$ cat src/logic/sppm_pkg.sv
package sppm_pkg;

   // ----------------------------------------------------------------
   // Pad map
   // ----------------------------------------------------------------
   localparam int PAD_N   = 39;
   localparam int PAD_SPI = 0;   // Dedicated SPI clk, rx, tx, cs0..cs3
   localparam int PAD_DG  = 7;   // Dedicated GPIO 12..17
   localparam int PAD_SH  = 13;  // Shared parallel-group pins
   localparam int PAD_S1  = 21;  // Serial group one
   localparam int PAD_S0  = 27;  // Serial group zero
   localparam int PAD_AD  = 33;  // External address / GPIO pins
   localparam int N_SPI   = 7;
   localparam int N_DG    = 6;
   localparam int N_SH    = 8;
   localparam int N_SER   = 6;
   localparam int N_I2S   = 4;
   localparam int N_AD    = 6;
   localparam int N_GPIO  = 32;

   // GPIO numbers per pin position
   localparam int GPIO_DG  = 12;
   localparam int GPIO_S1  = 6;
   localparam int GPIO_S0  = 0;
   localparam int GPIO_AD  = 21;
   localparam int SH_GPIO [N_SH] = '{18, 19, 20, 27, 28, 29, 30, 31};
   localparam int SH_SPI  [N_I2S] = '{0, 3, 1, 2};

   // ----------------------------------------------------------------
   // Function slots of a pad cell
   // ----------------------------------------------------------------
   localparam int          SLOT_N    = 4;
   localparam int          SLOT_W    = 2;
   localparam logic [1:0]  SLOT_NONE = 2'h0;
   localparam logic [1:0]  SLOT_A    = 2'h1;
   localparam logic [1:0]  SLOT_B    = 2'h2;
   localparam logic [1:0]  SLOT_C    = 2'h3;

   // ----------------------------------------------------------------
   // Selection register layout
   // ----------------------------------------------------------------
   localparam int          ESR_W     = 16;
   localparam int          AD_LSB    = 0;
   localparam int          SP0_LSB   = 8;
   localparam int          SP1_LSB   = 10;
   localparam int          PP_LSB    = 12;
   localparam logic [15:0] ESR_WMASK = 16'h7F3F;
   localparam logic [15:0] ESR_RST   = 16'h1000;

   localparam logic [2:0] PP_M0 = 3'h0;
   localparam logic [2:0] PP_M1 = 3'h1;
   localparam logic [2:0] PP_M2 = 3'h2;
   localparam logic [2:0] PP_M3 = 3'h3;
   localparam logic [2:0] PP_M4 = 3'h4;
   localparam logic [2:0] PP_M5 = 3'h5;
   localparam logic [2:0] PP_M6 = 3'h6;
   localparam logic [1:0] SP_MMC  = 2'h0;
   localparam logic [1:0] SP_I2S  = 2'h1;
   localparam logic [1:0] SP_GPIO = 2'h2;
   localparam logic [1:0] SP_BAD  = 2'h3;

   // ----------------------------------------------------------------
   // Pulldown inhibit layouts
   // ----------------------------------------------------------------
   localparam int          PD1_W      = 12;
   localparam int          PD1_S0_LSB = 0;
   localparam int          PD1_S1_LSB = 6;
   localparam logic [11:0] PD1_RST    = 12'h000;
   localparam int          PD3_W      = 16;
   localparam int          PD3_DG_LSB = 2;
   localparam int          PD3_SH_LSB = 8;
   localparam logic [15:0] PD3_WMASK  = 16'hFFFC;
   localparam logic [15:0] PD3_RST    = 16'h0000;

   typedef struct packed {
      logic [ESR_W-1:0]   esr;
      logic [PD1_W-1:0]   pd1;
      logic [PD3_W-1:0]   pd3;
      logic [PAD_N-1:0]   pad_out;
      logic [PAD_N-1:0]   pad_oe;
      logic [PAD_N-1:0]   pad_pd;
      logic [N_SPI-1:0]   spi_in;
      logic [N_I2S-1:0]   uart_in;
      logic [N_I2S-1:0]   i2s0_in;
      logic [N_I2S-1:0]   i2s1_in;
      logic [N_I2S-1:0]   i2s2_in;
      logic [N_I2S-1:0]   i2s3_in;
      logic [N_SER-1:0]   mmc0_in;
      logic [N_SER-1:0]   mmc1_in;
      logic [N_GPIO-1:0]  gpio_in;
      logic               mode_bad;
   } sppm_state_t;

endpackage

$ cat src/logic/sppm_pin_cell.sv
module sppm_pin_cell #(
   parameter int NF = 4,
   parameter int SW = 2
) (
   // Selection
   input  wire logic [SW-1:0] sel_i,
   // Function side
   input  wire logic [NF-1:0] func_out_i,
   input  wire logic [NF-1:0] func_oe_i,
   output logic      [NF-1:0] func_in_o,
   // Pad side
   input  wire logic          pad_in_i,
   output logic               pad_out_o,
   output logic               pad_oe_o
);

   // Unselected functions see a steady low rather than pad noise
   always_comb begin
      pad_out_o        = func_out_i[sel_i];
      pad_oe_o         = func_oe_i[sel_i];
      func_in_o        = '0;
      func_in_o[sel_i] = pad_in_i;
   end

endmodule // sppm_pin_cell

$ cat src/logic/sppm_top.sv
// Functional notes
// - Parallel modes 001/110: dedicated SPI pins are SPI, dedicated pins GPIO 12-17.
// - Modes 010-101 idle dedicated pins; shared pins follow the mode table.
// - Third inhibit bits control shared-pin pulldowns regardless of selected function.
// - Serial one: 00 MMC1; 01 audio port one plus GPIO 10, 11.
// - Serial one mode 10 makes all six pins GPIO 6-11.
// - Serial zero: 00 MMC0; 01 audio port zero plus GPIO 4, 5.
// - Serial zero mode 10 makes all six pins GPIO 0-5.
// - First inhibit register holds twelve pulldown bits for both serial groups.
// - Address-mode bit 0 selects address line 15-20, 1 selects GPIO 21-26.
// - One selection register holds every mux control field.
module sppm_top (
   // Clock and reset
   input  wire logic                           ref_clk_i,
   input  wire logic                           sys_rst_i,
   // Configuration writes and readback
   input  wire logic                           esr_wr_i,
   input  wire logic [sppm_pkg::ESR_W-1:0]     esr_wdata_i,
   input  wire logic                           pd1_wr_i,
   input  wire logic [sppm_pkg::PD1_W-1:0]     pd1_wdata_i,
   input  wire logic                           pd3_wr_i,
   input  wire logic [sppm_pkg::PD3_W-1:0]     pd3_wdata_i,
   output logic      [sppm_pkg::ESR_W-1:0]     esr_rdata_o,
   output logic      [sppm_pkg::PD1_W-1:0]     pd1_rdata_o,
   output logic      [sppm_pkg::PD3_W-1:0]     pd3_rdata_o,
   output logic                                mode_bad_o,
   // Pads
   input  wire logic [sppm_pkg::PAD_N-1:0]     pad_in_i,
   output logic      [sppm_pkg::PAD_N-1:0]     pad_out_o,
   output logic      [sppm_pkg::PAD_N-1:0]     pad_oe_o,
   output logic      [sppm_pkg::PAD_N-1:0]     pad_pd_en_o,
   // SPI
   input  wire logic [sppm_pkg::N_SPI-1:0]     spi_out_i,
   input  wire logic [sppm_pkg::N_SPI-1:0]     spi_oe_i,
   output logic      [sppm_pkg::N_SPI-1:0]     spi_in_o,
   // UART
   input  wire logic [sppm_pkg::N_I2S-1:0]     uart_out_i,
   input  wire logic [sppm_pkg::N_I2S-1:0]     uart_oe_i,
   output logic      [sppm_pkg::N_I2S-1:0]     uart_in_o,
   // Audio serial ports
   input  wire logic [sppm_pkg::N_I2S-1:0]     i2s0_out_i,
   input  wire logic [sppm_pkg::N_I2S-1:0]     i2s0_oe_i,
   output logic      [sppm_pkg::N_I2S-1:0]     i2s0_in_o,
   input  wire logic [sppm_pkg::N_I2S-1:0]     i2s1_out_i,
   input  wire logic [sppm_pkg::N_I2S-1:0]     i2s1_oe_i,
   output logic      [sppm_pkg::N_I2S-1:0]     i2s1_in_o,
   input  wire logic [sppm_pkg::N_I2S-1:0]     i2s2_out_i,
   input  wire logic [sppm_pkg::N_I2S-1:0]     i2s2_oe_i,
   output logic      [sppm_pkg::N_I2S-1:0]     i2s2_in_o,
   input  wire logic [sppm_pkg::N_I2S-1:0]     i2s3_out_i,
   input  wire logic [sppm_pkg::N_I2S-1:0]     i2s3_oe_i,
   output logic      [sppm_pkg::N_I2S-1:0]     i2s3_in_o,
   // MMC/SD ports
   input  wire logic [sppm_pkg::N_SER-1:0]     mmc0_out_i,
   input  wire logic [sppm_pkg::N_SER-1:0]     mmc0_oe_i,
   output logic      [sppm_pkg::N_SER-1:0]     mmc0_in_o,
   input  wire logic [sppm_pkg::N_SER-1:0]     mmc1_out_i,
   input  wire logic [sppm_pkg::N_SER-1:0]     mmc1_oe_i,
   output logic      [sppm_pkg::N_SER-1:0]     mmc1_in_o,
   // External memory address lines 15..20
   input  wire logic [sppm_pkg::N_AD-1:0]      ext_addr_i,
   input  wire logic [sppm_pkg::N_AD-1:0]      ext_addr_oe_i,
   // GPIO
   input  wire logic [sppm_pkg::N_GPIO-1:0]    gpio_out_i,
   input  wire logic [sppm_pkg::N_GPIO-1:0]    gpio_oe_i,
   output logic      [sppm_pkg::N_GPIO-1:0]    gpio_in_o
);
   import sppm_pkg::*;

   // ----------------------------------------------------------------
   // State
   // ----------------------------------------------------------------
   sppm_state_t        st_r;
   sppm_state_t        st_nxt;

   logic [SLOT_N-1:0]  c_out [PAD_N];
   logic [SLOT_N-1:0]  c_oe  [PAD_N];
   logic [SLOT_W-1:0]  c_sel [PAD_N];
   logic [SLOT_N-1:0]  fin   [PAD_N];
   logic [PAD_N-1:0]   p_out;
   logic [PAD_N-1:0]   p_oe;

   logic [2:0]         pp_mode;
   logic [1:0]         sp1_mode;
   logic [1:0]         sp0_mode;
   logic [N_AD-1:0]    ad_mode;
   logic [SLOT_W-1:0]  sel_ded;
   logic [SLOT_W-1:0]  sel_lo;
   logic [SLOT_W-1:0]  sel_hi;

   assign pp_mode  = st_r.esr[PP_LSB +: 3];
   assign sp1_mode = st_r.esr[SP1_LSB +: 2];
   assign sp0_mode = st_r.esr[SP0_LSB +: 2];
   assign ad_mode  = st_r.esr[AD_LSB +: N_AD];

   // ----------------------------------------------------------------
   // Mode decode and candidate functions per pad
   // ----------------------------------------------------------------
   always_comb begin
      // Mode 000 and 111 fall to no function: pins float
      sel_ded = SLOT_NONE;
      sel_lo  = SLOT_NONE;
      sel_hi  = SLOT_NONE;
      case (pp_mode)
         PP_M1: begin
            sel_ded = SLOT_A;
            sel_lo  = SLOT_A;
            sel_hi  = SLOT_A;
         end
         PP_M2: begin
            sel_lo = SLOT_B;
            sel_hi = SLOT_B;
         end
         PP_M3: begin
            sel_lo = SLOT_C;
            sel_hi = SLOT_C;
         end
         PP_M4: begin
            sel_lo = SLOT_A;
            sel_hi = SLOT_A;
         end
         PP_M5: begin
            sel_lo = SLOT_C;
            sel_hi = SLOT_A;
         end
         PP_M6: begin
            sel_ded = SLOT_A;
            sel_lo  = SLOT_A;
            sel_hi  = SLOT_C;
         end
         default: begin
            sel_ded = SLOT_NONE;
         end
      endcase

      for (int p = 0; p < PAD_N; p++) begin
         c_out[p] = '0;
         c_oe[p]  = '0;
         c_sel[p] = SLOT_NONE;
      end
      for (int k = 0; k < N_SPI; k++) begin
         c_out[PAD_SPI+k][SLOT_A] = spi_out_i[k];
         c_oe[PAD_SPI+k][SLOT_A]  = spi_oe_i[k];
         c_sel[PAD_SPI+k]         = sel_ded;
      end
      for (int k = 0; k < N_DG; k++) begin
         c_out[PAD_DG+k][SLOT_A] = gpio_out_i[GPIO_DG+k];
         c_oe[PAD_DG+k][SLOT_A]  = gpio_oe_i[GPIO_DG+k];
         c_sel[PAD_DG+k]         = sel_ded;
      end
      for (int k = 0; k < N_SH; k++) begin
         c_out[PAD_SH+k][SLOT_B] = gpio_out_i[SH_GPIO[k]];
         c_oe[PAD_SH+k][SLOT_B]  = gpio_oe_i[SH_GPIO[k]];
         if (k < N_I2S) begin
            c_out[PAD_SH+k][SLOT_A] = i2s2_out_i[k];
            c_oe[PAD_SH+k][SLOT_A]  = i2s2_oe_i[k];
            c_out[PAD_SH+k][SLOT_C] = spi_out_i[SH_SPI[k]];
            c_oe[PAD_SH+k][SLOT_C]  = spi_oe_i[SH_SPI[k]];
            c_sel[PAD_SH+k]         = sel_lo;
         end else begin
            c_out[PAD_SH+k][SLOT_A] = uart_out_i[k-N_I2S];
            c_oe[PAD_SH+k][SLOT_A]  = uart_oe_i[k-N_I2S];
            c_out[PAD_SH+k][SLOT_C] = i2s3_out_i[k-N_I2S];
            c_oe[PAD_SH+k][SLOT_C]  = i2s3_oe_i[k-N_I2S];
            c_sel[PAD_SH+k]         = sel_hi;
         end
      end
      for (int k = 0; k < N_SER; k++) begin
         c_out[PAD_S1+k][SLOT_A] = mmc1_out_i[k];
         c_oe[PAD_S1+k][SLOT_A]  = mmc1_oe_i[k];
         c_out[PAD_S1+k][SLOT_C] = gpio_out_i[GPIO_S1+k];
         c_oe[PAD_S1+k][SLOT_C]  = gpio_oe_i[GPIO_S1+k];
         c_out[PAD_S0+k][SLOT_A] = mmc0_out_i[k];
         c_oe[PAD_S0+k][SLOT_A]  = mmc0_oe_i[k];
         c_out[PAD_S0+k][SLOT_C] = gpio_out_i[GPIO_S0+k];
         c_oe[PAD_S0+k][SLOT_C]  = gpio_oe_i[GPIO_S0+k];
         if (k < N_I2S) begin
            c_out[PAD_S1+k][SLOT_B] = i2s1_out_i[k];
            c_oe[PAD_S1+k][SLOT_B]  = i2s1_oe_i[k];
            c_out[PAD_S0+k][SLOT_B] = i2s0_out_i[k];
            c_oe[PAD_S0+k][SLOT_B]  = i2s0_oe_i[k];
         end
         case (sp1_mode)
            SP_MMC:  c_sel[PAD_S1+k] = SLOT_A;
            SP_I2S:  c_sel[PAD_S1+k] = (k < N_I2S) ? SLOT_B : SLOT_C;
            SP_GPIO: c_sel[PAD_S1+k] = SLOT_C;
            default: c_sel[PAD_S1+k] = SLOT_NONE;
         endcase
         case (sp0_mode)
            SP_MMC:  c_sel[PAD_S0+k] = SLOT_A;
            SP_I2S:  c_sel[PAD_S0+k] = (k < N_I2S) ? SLOT_B : SLOT_C;
            SP_GPIO: c_sel[PAD_S0+k] = SLOT_C;
            default: c_sel[PAD_S0+k] = SLOT_NONE;
         endcase
      end
      for (int k = 0; k < N_AD; k++) begin
         c_out[PAD_AD+k][SLOT_A] = ext_addr_i[k];
         c_oe[PAD_AD+k][SLOT_A]  = ext_addr_oe_i[k];
         c_out[PAD_AD+k][SLOT_B] = gpio_out_i[GPIO_AD+k];
         c_oe[PAD_AD+k][SLOT_B]  = gpio_oe_i[GPIO_AD+k];
         c_sel[PAD_AD+k]         = ad_mode[k] ? SLOT_B : SLOT_A;
      end
   end

   // ----------------------------------------------------------------
   // Pad cells
   // ----------------------------------------------------------------
   for (genvar g = 0; g < PAD_N; g++) begin : g_pad
      sppm_pin_cell #(
         .NF (SLOT_N),
         .SW (SLOT_W)
      ) u_cell (
         .sel_i      (c_sel[g]),
         .func_out_i (c_out[g]),
         .func_oe_i  (c_oe[g]),
         .func_in_o  (fin[g]),
         .pad_in_i   (pad_in_i[g]),
         .pad_out_o  (p_out[g]),
         .pad_oe_o   (p_oe[g])
      );
   end

   // ----------------------------------------------------------------
   // Next state
   // ----------------------------------------------------------------
   always_comb begin
      st_nxt = st_r;
      // Reserved bits are never stored, so they read back as zero
      if (esr_wr_i) begin
         st_nxt.esr = esr_wdata_i & ESR_WMASK;
      end
      if (pd1_wr_i) begin
         st_nxt.pd1 = pd1_wdata_i;
      end
      if (pd3_wr_i) begin
         st_nxt.pd3 = pd3_wdata_i & PD3_WMASK;
      end
      st_nxt.mode_bad = (pp_mode == PP_M0) || (pp_mode > PP_M6) ||
                        (sp1_mode == SP_BAD) || (sp0_mode == SP_BAD);

      st_nxt.pad_out = p_out;
      st_nxt.pad_oe  = p_oe;
      st_nxt.pad_pd  = '0;
      for (int k = 0; k < N_DG; k++) begin
         st_nxt.pad_pd[PAD_DG+k] = ~st_r.pd3[PD3_DG_LSB+k];
      end
      for (int k = 0; k < N_SH; k++) begin
         st_nxt.pad_pd[PAD_SH+k] = ~st_r.pd3[PD3_SH_LSB+k];
      end
      for (int k = 0; k < N_SER; k++) begin
         st_nxt.pad_pd[PAD_S0+k] = ~st_r.pd1[PD1_S0_LSB+k];
         st_nxt.pad_pd[PAD_S1+k] = ~st_r.pd1[PD1_S1_LSB+k];
      end

      // Inputs: a signal that can land on two pads is the OR of both,
      // only one of which is ever selected
      st_nxt.spi_in  = '0;
      st_nxt.uart_in = '0;
      st_nxt.i2s0_in = '0;
      st_nxt.i2s1_in = '0;
      st_nxt.i2s2_in = '0;
      st_nxt.i2s3_in = '0;
      st_nxt.mmc0_in = '0;
      st_nxt.mmc1_in = '0;
      st_nxt.gpio_in = '0;
      for (int k = 0; k < N_SPI; k++) begin
         st_nxt.spi_in[k] = fin[PAD_SPI+k][SLOT_A];
      end
      for (int k = 0; k < N_DG; k++) begin
         st_nxt.gpio_in[GPIO_DG+k] = fin[PAD_DG+k][SLOT_A];
      end
      for (int k = 0; k < N_SH; k++) begin
         st_nxt.gpio_in[SH_GPIO[k]] = fin[PAD_SH+k][SLOT_B];
         if (k < N_I2S) begin
            st_nxt.i2s2_in[k]         = fin[PAD_SH+k][SLOT_A];
            st_nxt.spi_in[SH_SPI[k]] = st_nxt.spi_in[SH_SPI[k]] | fin[PAD_SH+k][SLOT_C];
         end else begin
            st_nxt.uart_in[k-N_I2S] = fin[PAD_SH+k][SLOT_A];
            st_nxt.i2s3_in[k-N_I2S] = fin[PAD_SH+k][SLOT_C];
         end
      end
      for (int k = 0; k < N_SER; k++) begin
         st_nxt.mmc1_in[k]         = fin[PAD_S1+k][SLOT_A];
         st_nxt.mmc0_in[k]         = fin[PAD_S0+k][SLOT_A];
         st_nxt.gpio_in[GPIO_S1+k] = fin[PAD_S1+k][SLOT_C];
         st_nxt.gpio_in[GPIO_S0+k] = fin[PAD_S0+k][SLOT_C];
         if (k < N_I2S) begin
            st_nxt.i2s1_in[k] = fin[PAD_S1+k][SLOT_B];
            st_nxt.i2s0_in[k] = fin[PAD_S0+k][SLOT_B];
         end
      end
      for (int k = 0; k < N_AD; k++) begin
         st_nxt.gpio_in[GPIO_AD+k] = fin[PAD_AD+k][SLOT_B];
      end
   end

   // ----------------------------------------------------------------
   // Registers
   // ----------------------------------------------------------------
   always_ff @(posedge ref_clk_i or posedge sys_rst_i) begin
      if (sys_rst_i) begin
         st_r     <= '0;
         st_r.esr <= ESR_RST;
         st_r.pd1 <= PD1_RST;
         st_r.pd3 <= PD3_RST;
      end else begin
         st_r <= st_nxt;
      end
   end

   assign esr_rdata_o = st_r.esr;
   assign pd1_rdata_o = st_r.pd1;
   assign pd3_rdata_o = st_r.pd3;
   assign mode_bad_o  = st_r.mode_bad;
   assign pad_out_o   = st_r.pad_out;
   assign pad_oe_o    = st_r.pad_oe;
   assign pad_pd_en_o = st_r.pad_pd;
   assign spi_in_o    = st_r.spi_in;
   assign uart_in_o   = st_r.uart_in;
   assign i2s0_in_o   = st_r.i2s0_in;
   assign i2s1_in_o   = st_r.i2s1_in;
   assign i2s2_in_o   = st_r.i2s2_in;
   assign i2s3_in_o   = st_r.i2s3_in;
   assign mmc0_in_o   = st_r.mmc0_in;
   assign mmc1_in_o   = st_r.mmc1_in;
   assign gpio_in_o   = st_r.gpio_in;

endmodule // sppm_top

$ cat config.mk
export PLATFORM = sky130hd
export DESIGN_NAME = sppm_top
export DESIGN_NICKNAME = d
export VERILOG_FILES = /design/src/logic/sppm_pkg.sv /design/src/logic/sppm_pin_cell.sv /design/src/logic/sppm_top.sv
export SDC_FILE = /design/constraint.sdc
export NUM_CORES = 1
export LEC_CHECK = 0
export ABC_AREA = 1
export BUFFER_PORTS_ARGS = -buffer_cell sky130_fd_sc_hd__buf_2
export CORE_MARGIN = 2
export CORE_UTILIZATION = 25
export CTS_BUF_LIST = sky130_fd_sc_hd__clkbuf_8
export DETAILED_ROUTE_END_ITERATION = 6
export PLACE_DENSITY = 0.52
export REMOVE_ABC_BUFFERS = 1
export SYNTH_ARGS = -nofsm -noshare
export SYNTH_HDL_FRONTEND = slang
export SYNTH_HIERARCHICAL = 1
export SYNTH_SLANG_ARGS = --single-unit
$ cat constraint.sdc
create_clock -name ref_clk_i -period 14.3 [get_ports ref_clk_i]
set_input_delay 0 -clock ref_clk_i [delete_from_list [all_inputs] [get_ports ref_clk_i]]
set_output_delay 0 -clock ref_clk_i [all_outputs]
set_load 0.005 [all_outputs]
Word-level counts from Yosys, hierarchy flattened
Index checks and enable logic that the tools add are counted.

storage, ports and cells
  register bits = 215
  output and inout port bits = 233
  logic and storage cells = 345

operators by class
  $lt $le $gt $ge = 27
  equal/unequal tests = 12
  muxes and demuxes = 195
  bitwise operators = 69
  reductions and logical operators = 26

operator list
  operator                                                            number
  binary-select mux 1 bit (select 2 bit)                              78
  2-to-1 mux 1 bit                                                    92
  bitwise AND 4 bit                                                   20
  less-than comparator 2 x 3 -> 1 bit (second input constant)         12
  bitwise AND 2 bit                                                   13
  demux 1 bit (select 2 bit)                                          13
  inverter 1 bit                                                      26
  greater-or-equal comparator 2 x 1 -> 1 bit (second input constant)  12
  case mux 2 bit (3 select lines)                                     4
  bitwise AND 3 bit                                                   6
  logical AND 1 bit                                                   13
  2-to-1 mux 2 bit                                                    6
  OR reduction 2 bit                                                  5
  == test 3 bit (second input constant)                               3
  == test 2 bit (second input constant)                               4
  case mux 2 bit (2 select lines)                                     2
  == test 3 x 2 -> 1 bit (second input constant)                      2
  OR reduction 3 bit                                                  2
  == test 2 x 1 -> 1 bit (second input constant)                      2
  logical NOT 2 bit                                                   2
  OR 1 bit                                                            4
  == test 3 x 1 -> 1 bit (second input constant)                      1
  > comparator 3 bit (second input constant)                          1
  logical NOT 3 bit                                                   1
  other kinds (3)                                                     5

Longest topological paths before layout
  depth after elaboration = 9
  gate-level depth with buffers = 9

Modules after synthesis
The synthesis kept the hierarchy.

by module, submodules not included
  module         instances  cells each  area an instance (µm²)  sequential area each (µm²)
  sppm_top       1          397         6349.8                  5381.4
  sppm_pin_cell  39         25          98.8                    0.0

Worst setup path after synthesis
No wires, ideal clock.

  kind = register to register
  start = reg st_r, in the netlist esr_rdata_o[12]
  end = reg st_r, in the netlist spi_in_o[1]
  arrival = 6518 ps
  path slack = 7719 ps
  stages on the path, launching flop included = 6
  path buffers = 0
  period minus slack after synthesis = 6581 ps
  cells stage by stage = dfstp_2 -> nand2_1 -> o21ai_0 -> inv_2 -> nor3_1 -> or2_2

RTL lines
  what                      line             text
  start: declaration        sppm_top.sv:73   sppm_state_t st_r;
  start signal: assignment  sppm_top.sv:307  st_r <= st_nxt;

==> results.sh <==
export IMPL_fin_setup_tns_ns=0
export IMPL_skew_ns=0.0285
export IMPL_drc_errors=0
export IMPL_coreArea_um2=38600
export IMPL_clock_fmax_ghz=0.344
export IMPL_syn_to_final_growth_pct=75.8
export IMPL_hold_buffers=303
export IMPL_io_buffers=451
export IMPL_status="finished, final reports clean"
export IMPL_cts_tree="yes"
export IMPL_track_usage_pct=16.5
export IMPL_cp_common_cell="nand2_1"
export IMPL_clk_insertion_delay_late_ns=0.58
export IMPL_clockBufferDepth=3
export IMPL_die_height_um=202
export IMPL_cp_max_fo=24
export IMPL_place_congestion=0.815
export IMPL_synth_area_um2=9800
export IMPL_dieWidth_um=202
export IMPL_start_util_pct=25.4
export IMPL_grt_pass1_wl_mm=54.2
export IMPL_cpMaxStageDelayCell="and2b_2"
export IMPL_ant_nets=0
export IMPL_first_pass_iters=4
export IMPL_sequentialPowerShare_pct=39.2
export IMPL_cts_sinks=215
export IMPL_dp_hpwl_mm=23.4
export IMPL_synth_avg_cell_area_um2=7.59
export IMPL_cp_num_buf_inv=3
export IMPL_hold_viol=0
export IMPL_drive_gt1_share_pct=24.5
export IMPL_fin_ws_ns=11.40
export IMPL_cp_arrival_ns=3.35
export IMPL_viasPerCell=3.84
export IMPL_clkPwrFrac_pct=35.0
export IMPL_swShare_pct=29.8
export IMPL_first_global_vias=10884
export IMPL_finalSetupViolations=0
export IMPL_rr_worst_depth=9
export IMPL_fin_crit_sh_pct=20.3
export IMPL_pre_cts_ws_ns=12.12
export IMPL_avgRoutedWirePerCell_um=12.0
export IMPL_fp_dieArea_um2=40800
export IMPL_cts_root_buffer="clkbuf_8"
export IMPL_worst_setup_path_end_kind="register"
export IMPL_slew_headroom_pct=42.1
export IMPL_grt_overflow=0
export IMPL_cts_inserted_buffers=42
export IMPL_fp_row_count=72
export IMPL_cap_viol_max_count=0
export IMPL_cts_resized=0
export IMPL_max_vdd_ir_drop_mv=0.0512
export IMPL_grt_max_degree=103
export IMPL_p_int_uw=1260
export IMPL_first_iter_violations=448
export IMPL_cpPeakStageDelay_ns=0.61
export IMPL_path_depth=9
export IMPL_hp_class="in2async"
export IMPL_cts_max_level=2
export IMPL_power_leakage_uw=0.0101
export IMPL_p_per_area_nw_per_um2=105
export IMPL_p_sw_uw=537
export IMPL_crit_required_ns=14.75
export IMPL_clkSlewWorstSetupHoldPaths_ns=0.06
export IMPL_pwr_share_comb_pct=25.9
export IMPL_cp_top_family="buffers and inverters"
export IMPL_antenna_found_initial=2
export IMPL_final_max_slew_viol_count=0
export IMPL_syn_inst=1291
export IMPL_cts_setup_buffers=0
export IMPL_num_io_pins=475
export IMPL_path_class="reg2reg"
export IMPL_num_vias=10866
export IMPL_cp_cell_sequence="nor2_2 -> and2b_2 -> inv_2 -> nand2_1 -> nand2_1 -> dlygate4sd3_1 -> nand2_1 -> nand2_1 -> dlygate4sd3_1"
export IMPL_routed_wl_mm=34.1
export IMPL_tightest_slew_ns=0.869
export IMPL_critPathLaunchType="register"
export IMPL_rsz0062_at_grt="false"
export IMPL_nNetsFinal=2533
export IMPL_yosysWarningCount=6
export IMPL_period_minus_slack_ns=2.90
## final timing paths
| check | endpoint | start | slack (ns) |
|---|---|---|---|
| hold / removal | pad_out_o[18] | sys_rst_i | 0.1 |
| setup reg to reg | pad_oe_o[17] | esr_rdata_o[12] | 11.40 |
| min in group ref_clk_i | gpio_in_o[15] | pad_in_i[10] | 0.19 |
| hold reg to reg | pad_pd_en_o[9] | pd3_rdata_o[4] | 0.42 |
| setup / recovery | pad_oe_o[17] | esr_rdata_o[12] | 11.40 |
| max in group asynchronous | pad_oe_o[33] | sys_rst_i | 12.87 |
## worst reg2reg max path, delay by kind of cell, from the launching register on
family                 cells  cell delay (ns)
and+or+nand+nor            6             0.94
DFF                        1             0.58
buffers and inverters      3             1.26
## layout make-up
cell class	count	area, µm²
clock inverters	20	144
flip-flops and latches	215	5380
diodes	1	2.50
fillers	3801	21400
clock buffers	51	702
multi-input cells	1104	4400
inverters	159	604
well taps	518	648
repair buffers	761	5340
## layout by cell type, fill, tap and decap left out
cell / count
o21ai_4: 1
o21ai_2: 1
o21ai_0: 32
conb_1: 220
nor2_2: 1
a21oi_1: 2
nand2_1: 743
buf_4: 7
clkbuf_8: 51
dlygate4sd3_1: 303
ha_1: 8
inv_1: 133
nor3_1: 75
bufinv_16: 2
or2_2: 4
dfstp_2: 1
inv_8: 2
nor2_1: 6
dfrtp_1: 214
buf_2: 451
nand3_1: 3
inv_2: 39
clkinvlp_4: 2
diode_2: 1
clkinv_2: 1
and2b_2: 2
o21ai_1: 6
## power by group through the flow
stage | logic [µW] | registers, µW | clock network (µW)
after detailed placement | 357 | 715 | 0
after CTS | 464 | 705 | 656
after global routing | 526 | 713 | 687
after floorplan | 180 | 725 | 0
after global placement | 357 | 714 | 0
final | 466 | 705 | 630
## state kept, by name (all words and copies together), names as in the netlist, 4 cells and up
name         cells
pad_oe_o        39
pad_out_o       39
gpio_in_o       32
pad_pd_en_o     26
pd3_rdata_o     14
esr_rdata_o     13
pd1_rdata_o     12
spi_in_o         7
mmc0_in_o        6
mmc1_in_o        6
i2s0_in_o        4
i2s1_in_o        4
i2s2_in_o        4
i2s3_in_o        4
uart_in_o        4
## stage by stage
step	std cells	area (µm²)	hold slack, ns	util, %	power, µW
6_report	2829	17200	0.0958	44.6	1800
5_1_grt	2828	17200	0.116	44.6	1930
2_1_floorplan	1478	10400	0.0741	-	905
4_1_cts	2828	17200	0.0882	44.6	1830
3_3_place_gp	2454	13300	0.188	34.5	1070
3_5_place_dp	2454	13300	0.189	34.5	1070
## metal layers
layer	track usage [%]	part of all wire, %	wire length (µm)	up-vias
met5	0	0.038	13	-
met4	5.70	2.7	923	2
met3	5.13	7.8	2660	73
met2	29.0	49	16500	352
met1	19.0	41	13900	4824
li1	-	-	-	5615
Power figures use the tool's default switching activity.
